## src/pmic_reg_pkg.sv

```systemverilog
package pmic_reg_pkg;
   // ==========================================================
   // Register offsets.
   // ==========================================================
   localparam logic [7:0] ADDR_TEMP = 8'h00;
   localparam logic [7:0] ADDR_ENABLE = 8'h01;
   localparam logic [7:0] ADDR_POS_ADJ = 8'h02;
   localparam logic [7:0] ADDR_NEG_ADJ = 8'h03;
   localparam logic [7:0] ADDR_BIAS = 8'h04;
   localparam logic [7:0] ADDR_MASK1 = 8'h05;
   localparam logic [7:0] ADDR_MASK2 = 8'h06;
   localparam logic [7:0] ADDR_FLAGS1 = 8'h07;
   localparam logic [7:0] ADDR_FLAGS2 = 8'h08;
   localparam logic [7:0] ADDR_ORDER = 8'h09;
   localparam logic [7:0] ADDR_DLY_A = 8'h0a;
   localparam logic [7:0] ADDR_DLY_B = 8'h0b;
   localparam logic [7:0] ADDR_TCFG = 8'h0c;
   localparam logic [7:0] ADDR_HOT = 8'h0d;
   localparam logic [7:0] ADDR_COOL = 8'h0e;
   localparam logic [7:0] ADDR_PGOOD = 8'h0f;
   localparam logic [7:0] ADDR_REV = 8'h10;
   localparam logic [7:0] ADDR_LOCK = 8'h11;
   // ==========================================================
   // Reset values and writable-bit masks.
   // ==========================================================
   localparam logic [7:0] RST_ENABLE = 8'h1f;
   localparam logic [7:0] RST_POS_ADJ = 8'h23;
   localparam logic [7:0] RST_NEG_ADJ = 8'ha3;
   localparam logic [7:0] RST_BIAS = 8'h74;
   localparam logic [7:0] RST_MASK1 = 8'h74;
   localparam logic [7:0] RST_MASK2 = 8'hfb;
   localparam logic [7:0] RST_ORDER = 8'he4;
   localparam logic [7:0] RST_DLY = 8'h22;
   localparam logic [7:0] RST_TCFG = 8'h20;
   localparam logic [7:0] RST_HOT = 8'h32;
   localparam logic [7:0] RST_COOL = 8'h2d;
   localparam logic [7:0] WM_ENABLE = 8'h3f;
   localparam logic [7:0] WM_POS_ADJ = 8'h77;
   localparam logic [7:0] WM_NEG_ADJ = 8'hf7;
   localparam logic [7:0] WM_MASK1 = 8'h7c;
   localparam logic [7:0] WM_MASK2 = 8'hfb;
   localparam logic [7:0] WM_TCFG = 8'h9c;
   localparam logic [7:0] WM_LOCK = 8'h01;
   localparam logic [7:0] PG_MASK = 8'hfa;
   localparam logic [7:0] UV_BASE_BITS = 8'ha0;
   localparam logic [7:0] UV_ALL_BITS = 8'hfa;
   // ==========================================================
   // Field positions.
   // ==========================================================
   localparam int EN_ACTIVE_BIT = 7;
   localparam int EN_STANDBY_BIT = 6;
   localparam int EN_SWITCH_BIT = 5;
   localparam int EN_BIAS_BIT = 4;
   localparam int EN_POS_GATE_BIT = 3;
   localparam int EN_POS_SRC_BIT = 2;
   localparam int EN_NEG_GATE_BIT = 1;
   localparam int EN_NEG_SRC_BIT = 0;
   localparam int TRIM_LSB = 4;
   localparam int LEVEL_LSB = 0;
   localparam int FIELD_W = 3;
   localparam int BIAS_SEL_BIT = 7;
   localparam int READ_THERM_BIT = 7;
   localparam int CONV_END_BIT = 5;
   localparam int LOCK_BIT = 0;
   localparam int F1_TSD_BIT = 6;
   localparam int F1_WARN_BIT = 5;
   localparam int F1_HOT_BIT = 4;
   localparam int F1_ESC_BIT = 3;
   localparam int F1_UVLO_BIT = 2;
   localparam int F2_EOC_BIT = 0;
   localparam logic [2:0] ALL_STROBES = 3'h4;
   // ==========================================================
   // Temperature limits and timing.
   // ==========================================================
   localparam logic [7:0] TEMP_LOW = 8'hf6;
   localparam logic [7:0] TEMP_HIGH = 8'h55;
   localparam logic signed [9:0] TEMP_LOW_S = -10'sd10;
   localparam logic signed [9:0] TEMP_HIGH_S = 10'sd85;
   localparam int CLK_PERIOD_PS = 5000;
   localparam int MS_IN_PS = 1000000000;
   localparam int MS_CYCLES_DOC = MS_IN_PS / CLK_PERIOD_PS;
   localparam logic [3:0] UV_LIMIT_MS = 4'h5;
   localparam logic [3:0] UV_BASE_LIMIT_MS = 4'ha;
   // ==========================================================
   // Carrier types.
   // ==========================================================
   typedef struct packed {
      logic wrEn;
      logic rdEn;
      logic [7:0] addr;
      logic [7:0] wdata;
   } reg_req_type;
   typedef struct packed {
      logic valid;
      logic signed [9:0] degrees;
   } temp_sample_type;
   typedef struct packed {
      logic systemSwitch;
      logic biasBuffer;
      logic posGate;
      logic posSource;
      logic negGate;
      logic negSource;
      logic boostOn;
      logic inverterOn;
   } rail_ctl_type;
   typedef struct packed {
      logic [2:0] posGateTrim;
      logic [2:0] posSourceOffset;
      logic [2:0] negGateTrim;
      logic [2:0] negSourceLevel;
      logic biasSourceSelect;
      logic [7:0] biasLevelCode;
   } trim_type;
   typedef enum logic [3:0] {
      ST_STANDBY = 4'h1,
      ST_UP = 4'h2,
      ST_ACTIVE = 4'h4,
      ST_DOWN = 4'h8
   } seq_state_type;
endpackage

```

## src/epd_pmic_control_registers.sv

```systemverilog
module epd_pmic_control_registers #(
   parameter int MS_CYCLES = pmic_reg_pkg::MS_CYCLES_DOC, // Clock cycles per millisecond.
   parameter logic [7:0] REVISION_CODE = 8'h5a // Arbitrary neutral revision value.
) (
   input wire logic mclk,
   input wire logic rst_n,
   input wire pmic_reg_pkg::reg_req_type regReq,
   output logic [7:0] rdData,
   output logic rdValid,
   input wire pmic_reg_pkg::temp_sample_type tempSample,
   input wire logic [4:0] railPowerPins,
   input wire logic [7:0] powerGoodIn,
   input wire logic thermalShutdownIn,
   input wire logic thermalWarnIn,
   input wire logic inputLowIn,
   output pmic_reg_pkg::rail_ctl_type railCtl,
   output pmic_reg_pkg::trim_type trims,
   output logic convStart,
   output logic eventPending,
   output logic activeMode
);
   import pmic_reg_pkg::*;

   // ==========================================================
   // State record.
   // ==========================================================
   // Everything the block remembers lives in one packed record.
   typedef struct packed {
      logic [7:0] enable;
      logic [7:0] posAdj;
      logic [7:0] negAdj;
      logic [7:0] bias;
      logic [7:0] mask1;
      logic [7:0] mask2;
      logic [7:0] order;
      logic [7:0] dlyA;
      logic [7:0] dlyB;
      logic [7:0] tcfg;
      logic [7:0] hotLim;
      logic [7:0] coolLim;
      logic [7:0] lock;
      logic [7:0] temp;
      logic [7:0] flags1;
      logic [7:0] flags2;
      logic [7:0] pgood;
      seq_state_type seq;
      logic [2:0] step;
      logic [17:0] presc;
      logic [3:0] msCnt;
      logic [7:0][3:0] uvCnt;
      logic hotSeen;
      logic [7:0] rdData;
      logic rdValid;
      logic pending;
      logic active; // Registered copy of the active-state decode.
      rail_ctl_type rails;
      trim_type trims;
   } state_type;

   // Builds the reset image from constants only.
   function automatic state_type resetImage();
      state_type r;
      r = '0;
      r.enable = RST_ENABLE;
      r.posAdj = RST_POS_ADJ;
      r.negAdj = RST_NEG_ADJ;
      r.bias = RST_BIAS;
      r.mask1 = RST_MASK1;
      r.mask2 = RST_MASK2;
      r.order = RST_ORDER;
      r.dlyA = RST_DLY;
      r.dlyB = RST_DLY;
      r.tcfg = RST_TCFG;
      r.hotLim = RST_HOT;
      r.coolLim = RST_COOL;
      r.seq = ST_STANDBY;
      r.trims.posGateTrim = RST_POS_ADJ[TRIM_LSB +: FIELD_W];
      r.trims.posSourceOffset = RST_POS_ADJ[LEVEL_LSB +: FIELD_W];
      r.trims.negGateTrim = RST_NEG_ADJ[TRIM_LSB +: FIELD_W];
      r.trims.negSourceLevel = RST_NEG_ADJ[LEVEL_LSB +: FIELD_W];
      r.trims.biasSourceSelect = RST_NEG_ADJ[BIAS_SEL_BIT];
      r.trims.biasLevelCode = RST_BIAS;
      return r;
   endfunction

   localparam state_type STATE_RST = resetImage();

   // Picks one of the four 4-bit millisecond delays.
   function automatic logic [3:0] delayOf(input logic [1:0] idx, input logic [7:0] a,
                                          input logic [7:0] b);
      logic [15:0] all;
      all = {b, a};
      return all[idx*4 +: 4];
   endfunction

   state_type s_q; // Registered state.
   state_type s_d; // Next state.
   logic standbyReq; // Standby request written this cycle.
   logic activeReq; // Active request written this cycle.
   logic msTick; // One-cycle pulse each millisecond.
   logic [7:0] rdAddr; // Read pointer after the lock is applied.
   logic [7:0] tempSat; // Saturated reading.
   logic [7:0] uvEn; // Rails whose undervoltage watch is armed.
   logic [3:0] uvLimit; // Per-rail timeout in milliseconds.
   logic [1:0] dlyIdx; // Active delay slot.
   logic stepDue; // Current sequencer delay elapsed.

   // ==========================================================
   // Next-state logic.
   // ==========================================================
   // One process computes every field so that flags, sequencer and bus see one view.
   always_comb begin
      s_d = s_q;
      standbyReq = 1'b0;
      activeReq = 1'b0;
      uvLimit = UV_LIMIT_MS;
      s_d.rdValid = 1'b0;
      msTick = (s_q.presc == 18'(MS_CYCLES - 1));
      s_d.presc = msTick ? 18'h0 : s_q.presc + 18'h1;
      // The lock steers every read to the temperature byte; writes are untouched.
      rdAddr = s_q.lock[LOCK_BIT] ? ADDR_TEMP : regReq.addr;

      // Temperature capture, clamped to the documented range.
      if (tempSample.degrees < TEMP_LOW_S) begin
         tempSat = TEMP_LOW;
      end else if (tempSample.degrees > TEMP_HIGH_S) begin
         tempSat = TEMP_HIGH;
      end else begin
         tempSat = tempSample.degrees[7:0];
      end
      if (tempSample.valid) begin
         s_d.temp = tempSat;
         s_d.tcfg[CONV_END_BIT] = 1'b1;
         s_d.tcfg[READ_THERM_BIT] = 1'b0;
      end

      // Register writes; read-only and unused bits are masked away.
      if (regReq.wrEn) begin
         case (regReq.addr)
            ADDR_ENABLE: begin
               s_d.enable = regReq.wdata & WM_ENABLE;
               standbyReq = regReq.wdata[EN_STANDBY_BIT];
               activeReq = regReq.wdata[EN_ACTIVE_BIT];
            end
            ADDR_POS_ADJ: s_d.posAdj = regReq.wdata & WM_POS_ADJ;
            ADDR_NEG_ADJ: s_d.negAdj = regReq.wdata & WM_NEG_ADJ;
            ADDR_BIAS: s_d.bias = regReq.wdata;
            ADDR_MASK1: s_d.mask1 = regReq.wdata & WM_MASK1;
            ADDR_MASK2: s_d.mask2 = regReq.wdata & WM_MASK2;
            ADDR_ORDER: s_d.order = regReq.wdata;
            ADDR_DLY_A: s_d.dlyA = regReq.wdata;
            ADDR_DLY_B: s_d.dlyB = regReq.wdata;
            ADDR_TCFG: begin
               // A new start request supersedes the completion seen this cycle.
               s_d.tcfg = (s_d.tcfg & ~WM_TCFG) | (regReq.wdata & WM_TCFG);
               if (regReq.wdata[READ_THERM_BIT]) begin
                  s_d.tcfg[CONV_END_BIT] = 1'b0;
               end
            end
            ADDR_HOT: s_d.hotLim = regReq.wdata;
            ADDR_COOL: s_d.coolLim = regReq.wdata;
            ADDR_LOCK: s_d.lock = regReq.wdata & WM_LOCK;
            default: begin
               // Read-only and unmapped offsets ignore writes.
               s_d.lock = s_d.lock;
            end
         endcase
      end

      // Sticky flags: a read of the flag register clears it, but a set in the
      // same cycle survives because the set terms are ORed in afterwards.
      if (regReq.rdEn && rdAddr == ADDR_FLAGS1) begin
         s_d.flags1 = 8'h00;
      end
      if (regReq.rdEn && rdAddr == ADDR_FLAGS2) begin
         s_d.flags2 = 8'h00;
      end
      s_d.flags1[F1_TSD_BIT] = s_d.flags1[F1_TSD_BIT] | thermalShutdownIn;
      s_d.flags1[F1_WARN_BIT] = s_d.flags1[F1_WARN_BIT] | thermalWarnIn;
      s_d.flags1[F1_UVLO_BIT] = s_d.flags1[F1_UVLO_BIT] | inputLowIn;
      s_d.flags2[F2_EOC_BIT] = s_d.flags2[F2_EOC_BIT] | tempSample.valid;
      // Thermistor hot and hot-escape events, with the cool limit as hysteresis.
      if (tempSample.valid) begin
         if (!s_q.hotSeen && $signed(tempSat) >= $signed(s_q.hotLim)) begin
            s_d.hotSeen = 1'b1;
            s_d.flags1[F1_HOT_BIT] = 1'b1;
         end else if (s_q.hotSeen && $signed(tempSat) < $signed(s_q.coolLim)) begin
            s_d.hotSeen = 1'b0;
            s_d.flags1[F1_ESC_BIT] = 1'b1;
         end
      end

      // Power sequencer: step counts how many strobes are asserted.
      if (s_q.seq == ST_DOWN) begin
         // Going down, strobe 4 waits on delay 0, then 3, 2, 1 on their own slots.
         dlyIdx = (s_q.step == ALL_STROBES) ? 2'h0 : s_q.step[1:0];
      end else begin
         dlyIdx = s_q.step[1:0];
      end
      stepDue = (s_q.msCnt == delayOf(dlyIdx, s_q.dlyA, s_q.dlyB));
      if (msTick) begin
         s_d.msCnt = s_q.msCnt + 4'h1;
      end
      case (s_q.seq)
         ST_STANDBY: begin
            if (activeReq && !standbyReq) begin
               s_d.seq = ST_UP;
               s_d.msCnt = 4'h0;
               s_d.presc = 18'h0;
            end
         end
         ST_UP: begin
            if (standbyReq) begin
               // Standby has priority over any active request.
               s_d.seq = ST_DOWN;
               s_d.msCnt = 4'h0;
               s_d.presc = 18'h0;
            end else if (s_q.step == ALL_STROBES) begin
               s_d.seq = ST_ACTIVE;
            end else if (stepDue) begin
               s_d.step = s_q.step + 3'h1;
               s_d.msCnt = 4'h0;
               s_d.presc = 18'h0;
            end
         end
         ST_ACTIVE: begin
            if (standbyReq) begin
               s_d.seq = ST_DOWN;
               s_d.msCnt = 4'h0;
               s_d.presc = 18'h0;
            end
         end
         ST_DOWN: begin
            if (activeReq && !standbyReq) begin
               s_d.seq = ST_UP;
               s_d.msCnt = 4'h0;
               s_d.presc = 18'h0;
            end else if (s_q.step == 3'h0) begin
               s_d.seq = ST_STANDBY;
            end else if (stepDue) begin
               s_d.step = s_q.step - 3'h1;
               s_d.msCnt = 4'h0;
               s_d.presc = 18'h0;
            end
         end
         default: begin
            s_d.seq = ST_STANDBY;
            s_d.step = 3'h0;
         end
      endcase
      // The mode output is decoded ahead of the register so the pin comes from a flop.
      s_d.active = (s_d.seq == ST_ACTIVE);

      // Gate and source enables: register bit AND pin AND strobe already reached.
      s_d.rails.systemSwitch = s_q.enable[EN_SWITCH_BIT];
      s_d.rails.biasBuffer = s_q.enable[EN_BIAS_BIT] & railPowerPins[EN_BIAS_BIT];
      s_d.rails.posGate = s_q.enable[EN_POS_GATE_BIT] & railPowerPins[EN_POS_GATE_BIT]
                          & ({1'b0, s_q.order[7:6]} < s_q.step);
      s_d.rails.negGate = s_q.enable[EN_NEG_GATE_BIT] & railPowerPins[EN_NEG_GATE_BIT]
                          & ({1'b0, s_q.order[3:2]} < s_q.step);
      s_d.rails.negSource = s_q.enable[EN_NEG_SRC_BIT] & railPowerPins[EN_NEG_SRC_BIT]
                            & ({1'b0, s_q.order[1:0]} < s_q.step);
      // The positive source is held off while the negative source is off.
      s_d.rails.posSource = s_q.enable[EN_POS_SRC_BIT] & railPowerPins[EN_POS_SRC_BIT]
                            & ({1'b0, s_q.order[5:4]} < s_q.step)
                            & s_d.rails.negSource;
      s_d.rails.boostOn = (s_q.seq != ST_STANDBY);
      s_d.rails.inverterOn = (s_q.seq != ST_STANDBY);

      // Analog settings; the positive source offset comes from posAdj bits 2:0 alone.
      s_d.trims.posGateTrim = s_q.posAdj[TRIM_LSB +: FIELD_W];
      s_d.trims.posSourceOffset = s_q.posAdj[LEVEL_LSB +: FIELD_W];
      s_d.trims.negGateTrim = s_q.negAdj[TRIM_LSB +: FIELD_W];
      s_d.trims.negSourceLevel = s_q.negAdj[LEVEL_LSB +: FIELD_W];
      s_d.trims.biasSourceSelect = s_q.negAdj[BIAS_SEL_BIT];
      s_d.trims.biasLevelCode = s_q.bias;

      // Undervoltage watch: counts whole milliseconds without power good.
      // One extra tick is counted because the first tick may come early.
      s_d.pgood = powerGoodIn & PG_MASK;
      uvEn = {s_q.rails.boostOn, s_q.rails.posGate, s_q.rails.inverterOn,
              s_q.rails.posSource, s_q.rails.negGate, 1'b0, s_q.rails.negSource, 1'b0};
      for (int i = 0; i < 8; i++) begin
         uvLimit = UV_BASE_BITS[i] ? UV_BASE_LIMIT_MS : UV_LIMIT_MS;
         if (!UV_ALL_BITS[i] || !uvEn[i] || s_q.pgood[i]) begin
            s_d.uvCnt[i] = 4'h0;
         end else if (s_q.uvCnt[i] > uvLimit) begin
            s_d.flags2[i] = 1'b1;
         end else if (msTick) begin
            s_d.uvCnt[i] = s_q.uvCnt[i] + 4'h1;
         end
      end

      s_d.pending = |((s_q.flags1 & s_q.mask1) | (s_q.flags2 & s_q.mask2));

      // Read port answers one cycle after the request.
      if (regReq.rdEn) begin
         s_d.rdValid = 1'b1;
         case (rdAddr)
            ADDR_TEMP: s_d.rdData = s_q.temp;
            ADDR_ENABLE: s_d.rdData = s_q.enable;
            ADDR_POS_ADJ: s_d.rdData = s_q.posAdj;
            ADDR_NEG_ADJ: s_d.rdData = s_q.negAdj;
            ADDR_BIAS: s_d.rdData = s_q.bias;
            ADDR_MASK1: s_d.rdData = s_q.mask1;
            ADDR_MASK2: s_d.rdData = s_q.mask2;
            ADDR_FLAGS1: s_d.rdData = s_q.flags1;
            ADDR_FLAGS2: s_d.rdData = s_q.flags2;
            ADDR_ORDER: s_d.rdData = s_q.order;
            ADDR_DLY_A: s_d.rdData = s_q.dlyA;
            ADDR_DLY_B: s_d.rdData = s_q.dlyB;
            ADDR_TCFG: s_d.rdData = s_q.tcfg;
            ADDR_HOT: s_d.rdData = s_q.hotLim;
            ADDR_COOL: s_d.rdData = s_q.coolLim;
            ADDR_PGOOD: s_d.rdData = s_q.pgood;
            ADDR_REV: s_d.rdData = REVISION_CODE;
            ADDR_LOCK: s_d.rdData = s_q.lock;
            default: s_d.rdData = 8'h00;
         endcase
      end
   end

   // ==========================================================
   // State register.
   // ==========================================================
   // Reset loads every writable field with its default.
   always_ff @(posedge mclk or negedge rst_n) begin
      if (!rst_n) begin
         s_q <= STATE_RST;
      end else begin
         s_q <= s_d;
      end
   end

   assign rdData = s_q.rdData;
   assign rdValid = s_q.rdValid;
   assign railCtl = s_q.rails;
   assign trims = s_q.trims;
   assign convStart = s_q.tcfg[READ_THERM_BIT];
   assign eventPending = s_q.pending;
   assign activeMode = s_q.active;
endmodule

```

## config.mk

```make
export PLATFORM = sky130hd
export DESIGN_NAME = epd_pmic_control_registers
export DESIGN_NICKNAME = d
export VERILOG_FILES = /design/src/pmic_reg_pkg.sv /design/src/epd_pmic_control_registers.sv
export SDC_FILE = /design/constraint.sdc
export NUM_CORES = 1
export LEC_CHECK = 0
export BUFFER_PORTS_ARGS = -buffer_cell sky130_fd_sc_hd__buf_2
export CAP_MARGIN = 30
export CORE_ASPECT_RATIO = 1.2
export CORE_MARGIN = 8
export CORE_UTILIZATION = 65
export DETAILED_ROUTE_END_ITERATION = 8
export GPL_TIMING_DRIVEN = 0
export PLACE_DENSITY = 0.86
export SYNTH_ARGS = -nofsm -noshare
export SYNTH_HDL_FRONTEND = slang
export SYNTH_SLANG_ARGS = --single-unit
```

## constraint.sdc

```tcl
create_clock -name mclk -period 7.9 [get_ports mclk]
set_input_delay 0.79 -clock mclk [delete_from_list [all_inputs] [get_ports mclk]]
set_output_delay 0.79 -clock mclk [all_outputs]
set_load 0.1 [all_outputs]
```

==> reports/qor_table.md <==
| Item | This run | Unit |
| --- | --- | --- |
| Grt met1 use | 33.0 | % |
| Gr usage total | 27.4 | % |
| Fill cell count | 1130 | - |
| Number of buffers created by CTS | 21 | - |
| Post-cts repair resize count | 0 | - |
| Hold Violations, Final | 0 | - |
| Die width | 132 | um |
| HPWL after DPL | 20.3 | mm |
| Total nets after synthesis | 1068 | - |
| Leading cell types in the layout, fill and taps excluded | 149 x dfrtp_1, 96 x nand2_1, 86 x buf_2 | - |
| TritonCTS clock tree | built | - |
| Number of storage elements in the synthesis netlist | 204 | - |
| Final nets | 1176 | - |
| Max-cap violation count | 0 | - |
| Sinks on Clock Net | 204 | - |
| Number of iterations in the first detailed-routing pass | 5 | - |
| Initial cell density of the core | 65.5 | % |
| DRC viols | 0 | - |
| Die Area | 20500 | um2 |
| Routed via count | 8178 | - |
| Detailed router's first-iteration violation count | 852 | - |
| Number of rows created at floorplan | 51 | - |
| Capturing element of the worst setup path | rdData[4]$_DFFE_PN0P_ | - |
| Area fraction in compound gates after synthesis | 11.4 | % |
| Max Clk Rate | 0.312 | GHz |
| Final GP Congestion | 0.961 | - |
| CTS hold repair buffers | 0 | - |
| Post-DRT Antenna Nets | 0 | - |
| Seq/Total Area, Yosys | 49.3 | % |
| Endpoint of the worst-slack reg-to-reg timing path | s_q[81]$_DFF_PN0_ | - |
| Clock transition at the registers of the reported paths | 0.06 | ns |
| Vias per Instance | 6.21 | - |
| Layer with the highest usage after global routing | met2 | - |
| Critical path fanouts, max | 10 | - |
| Vias in the first global route | 8389 | - |
| Critical path arrival | 3.56 | ns |
| Routed wire length | 28.1 | mm |
| Clock latency on the worst-skew pair | 0.49 | ns |
| Post-Syn Area per Cell | 10.7 | um2 |
| Share of the clock period used by the worst path after layout | 40.6 | % |
| Wire length of the first global-routing pass | 44.9 | mm |
| Shortest clock period the worst path allows after layout | 3.21 | ns |
| Leading cell type in the layout, fill and taps excluded | dfrtp_1 | - |
| Most used flip-flop cell after synthesis | dfrtp_1 | - |
| Synthesis-to-layout area growth | 13.7 | % |
| Setup repair after global routing missed its margin | false | - |
| H-tree level count | 1 | - |
| Met3 demand-to-capacity share in global routing | 5.55 | % |
| Worst path depth | 9 | - |
| Class of the most critical setup path | primary input to flip-flop | - |
| Max_slew headroom | 39.3 | % |
| Count of cells along the worst register-to-register path | 11 | - |
| Transition time at the pin with the least slew margin | 0.911 | ns |
| Data required time of the critical path | 8.25 | ns |
| Aggregate negative setup slack | 0 | ns |
| Cell with the largest stage delay on the worst path | clkbuf_1 | - |
| Core Box Area | 16000 | um2 |
| Crit path buf inv count | 4 | - |
| Synth unique cells | 71 | - |
| Final-report setup violation count | 0 | - |
| Multiplexer area fraction after synthesis | 11.1 | % |
| Adder and majority gate portion of the synthesized area | 4.77 | % |
| Wire length per cell after detailed routing | 21.3 | um |
| Minimum setup slack among reg-to-reg paths | 4.72 | ns |
| Post-Layout Cell Count | 1317 | - |
| Cell family contributing the most delay on the critical path | buffers and inverters | - |
| Status | finished, final reports clean | - |
| Placed Instances | 1278 | - |
| YS warnings | 0 | - |
| Leakage Power | 5.59 | nW |
| Count of port buffers added during placement | 83 | - |
| Proportion of register bits with asynchronous set or reset after synthesis | 100 | % |
| Worst setup path start | regReq[8] | - |
| Post-CTS setup buffer count | 0 | - |
| Startpoint of the worst register-to-register path | s_q[96]$_DFFE_PN0P_ | - |
| Pin count of the biggest net entering global routing | 107 | - |
| GR met2 Demand/Resource | 46.6 | % |
| Kind of start point of the critical path | primary input | - |
| Combinational family with the most area after synthesis | simple AND/OR/NAND/NOR gates | - |
| I/O pin total | 88 | - |
| Total standard cell area after synthesis | 10500 | um2 |
| Vertical die dimension | 155 | um |
| Maximum ir drop on the vdd rail | 0.154 | mV |
| Proportion of layout cells with a drive suffix above 1 | 28.7 | % |
| Finished Core Util | 74.5 | % |
| Delay of the slowest cell on the worst path | 0.54 | ns |
| Cells traversed along the worst timing path | buf_2, clkbuf_1, clkbuf_1, clkbuf_1, a21oi_1, a21oi_1, o21ai_0, a2111oi_0, a21oi_1 | - |
| Number of antenna violations at the first check in global routing | 2 | - |
| Cells after synthesis | 981 | - |
| Global route total overflow | 0 | - |
| Bufs on Longest Clock Path | 3 | - |
| Hold Crit Class | primary input to async pin | - |
| Total Power Consumption | 2.51 | mW |
| CTS root buffer | clkbuf_16 | - |
| Layout Skew | 0.00933 | ns |
| Power density over cell area | 211 | nW/um2 |
| Number of enable-type register cells in the synthesized netlist | 0 | - |
| Worst setup EP type | flip-flop | - |
| Final-report max-slew violation count | 0 | - |
| Simple logic cell fraction of the synthesized area | 15.3 | % |
| Post-synthesis xor/xnor area fraction | 2.59 | % |
-- sequential cells by signal, indices dropped and copies added, names as in the netlist --
signal        flops
activeMode        1
rdData            8
s_q             142
trims            21
s_d              22
rdValid           1
convStart         1
railCtl           7
eventPending      1
-- cell usage after synthesis, drive strengths merged, types with 16 or more instances --
library cell    n  share of area, %
o21ai          43               2.1
inv            40               1.4
clkbuf         33               1.2
nor3           21               1.4
nor2b          16              0.95
mux2i          25               2.4
dfrtp         149                36
nand2          96               3.4
xor2           20               1.7
buf            44               3.0
nor2           81               3.1
nand3          31               1.5
a21oi          27               1.3
dfstp          55                14
mux2           75               8.0
ha             40               4.8
-- kinds of logic after synthesis --
family	after synthesis
buffers and inverters	117
multiplexers	103
XOR/XNOR	31
AO/OA/AOI/OAI	168
AND/OR/NAND/NOR	318
flip-flops	204
adder cells (fa/ha/maj)	40
-- final cells by class --
class	instances	area [um2]	area share (%)
tap	212	265	2.22
timing repair buffer	85	458	3.84
sequential	204	5170	43.4
clock buffer	26	574	4.81
inverter	40	150	1.26
buffer	77	439	3.68
antenna	2	5.00	0.0419
multi-input combinational	660	4730	39.7
clock inverter	11	134	1.12
-- metrics by stage --
stage	hold WS [ns]	setup slack (ns)	area (um2)
after CTS	0.331	4.76	11900
final	0.283	4.69	11900
after detailed placement	0.372	4.30	11200
after global placement	0.368	2.78	11200
after global routing	0.342	4.47	11900
after floorplan	0.358	4.68	10500
-- how the worst min path moves through the flow --
stage / end / cells past startpoint / slack, ns
2_1_floorplan: trims[4]$_DFF_PN1_ / 0 / 0.36
3_3_place_gp: trims[13]$_DFF_PN1_ / 0 / 0.37
3_5_place_dp: trims[13]$_DFF_PN1_ / 0 / 0.37
4_1_cts: s_q[88]$_DFF_PN0_ / 1 / 0.33
5_1_grt: s_q[87]$_DFF_PN0_ / 1 / 0.34
6_report: s_q[88]$_DFF_PN0_ / 1 / 0.28
-- power breakdown --
group / leakage [nW] / total (mW) / switching, mW / internal, mW
Combinational: 2.77 / 0.309 / 0.207 / 0.101
Clock: 0.357 / 1.03 / 0.413 / 0.615
Sequential: 2.46 / 1.17 / 0.0592 / 1.12
Total: 5.59 / 2.51 / 0.680 / 1.83
-- layer usage --
| metal | part of all wire (%) | vias to the layer above | wire length [um] |
|---|---|---|---|
| met3 | 6.7 | 94 | 1880 |
| li1 | - | 3664 | - |
| met2 | 50 | 365 | 14000 |
| met4 | 4.5 | 0 | 1260 |
| met1 | 39 | 4055 | 10900 |
| met5 | 0 | - | 0 |
No activity file was read; power rests on OpenSTA's default activity.
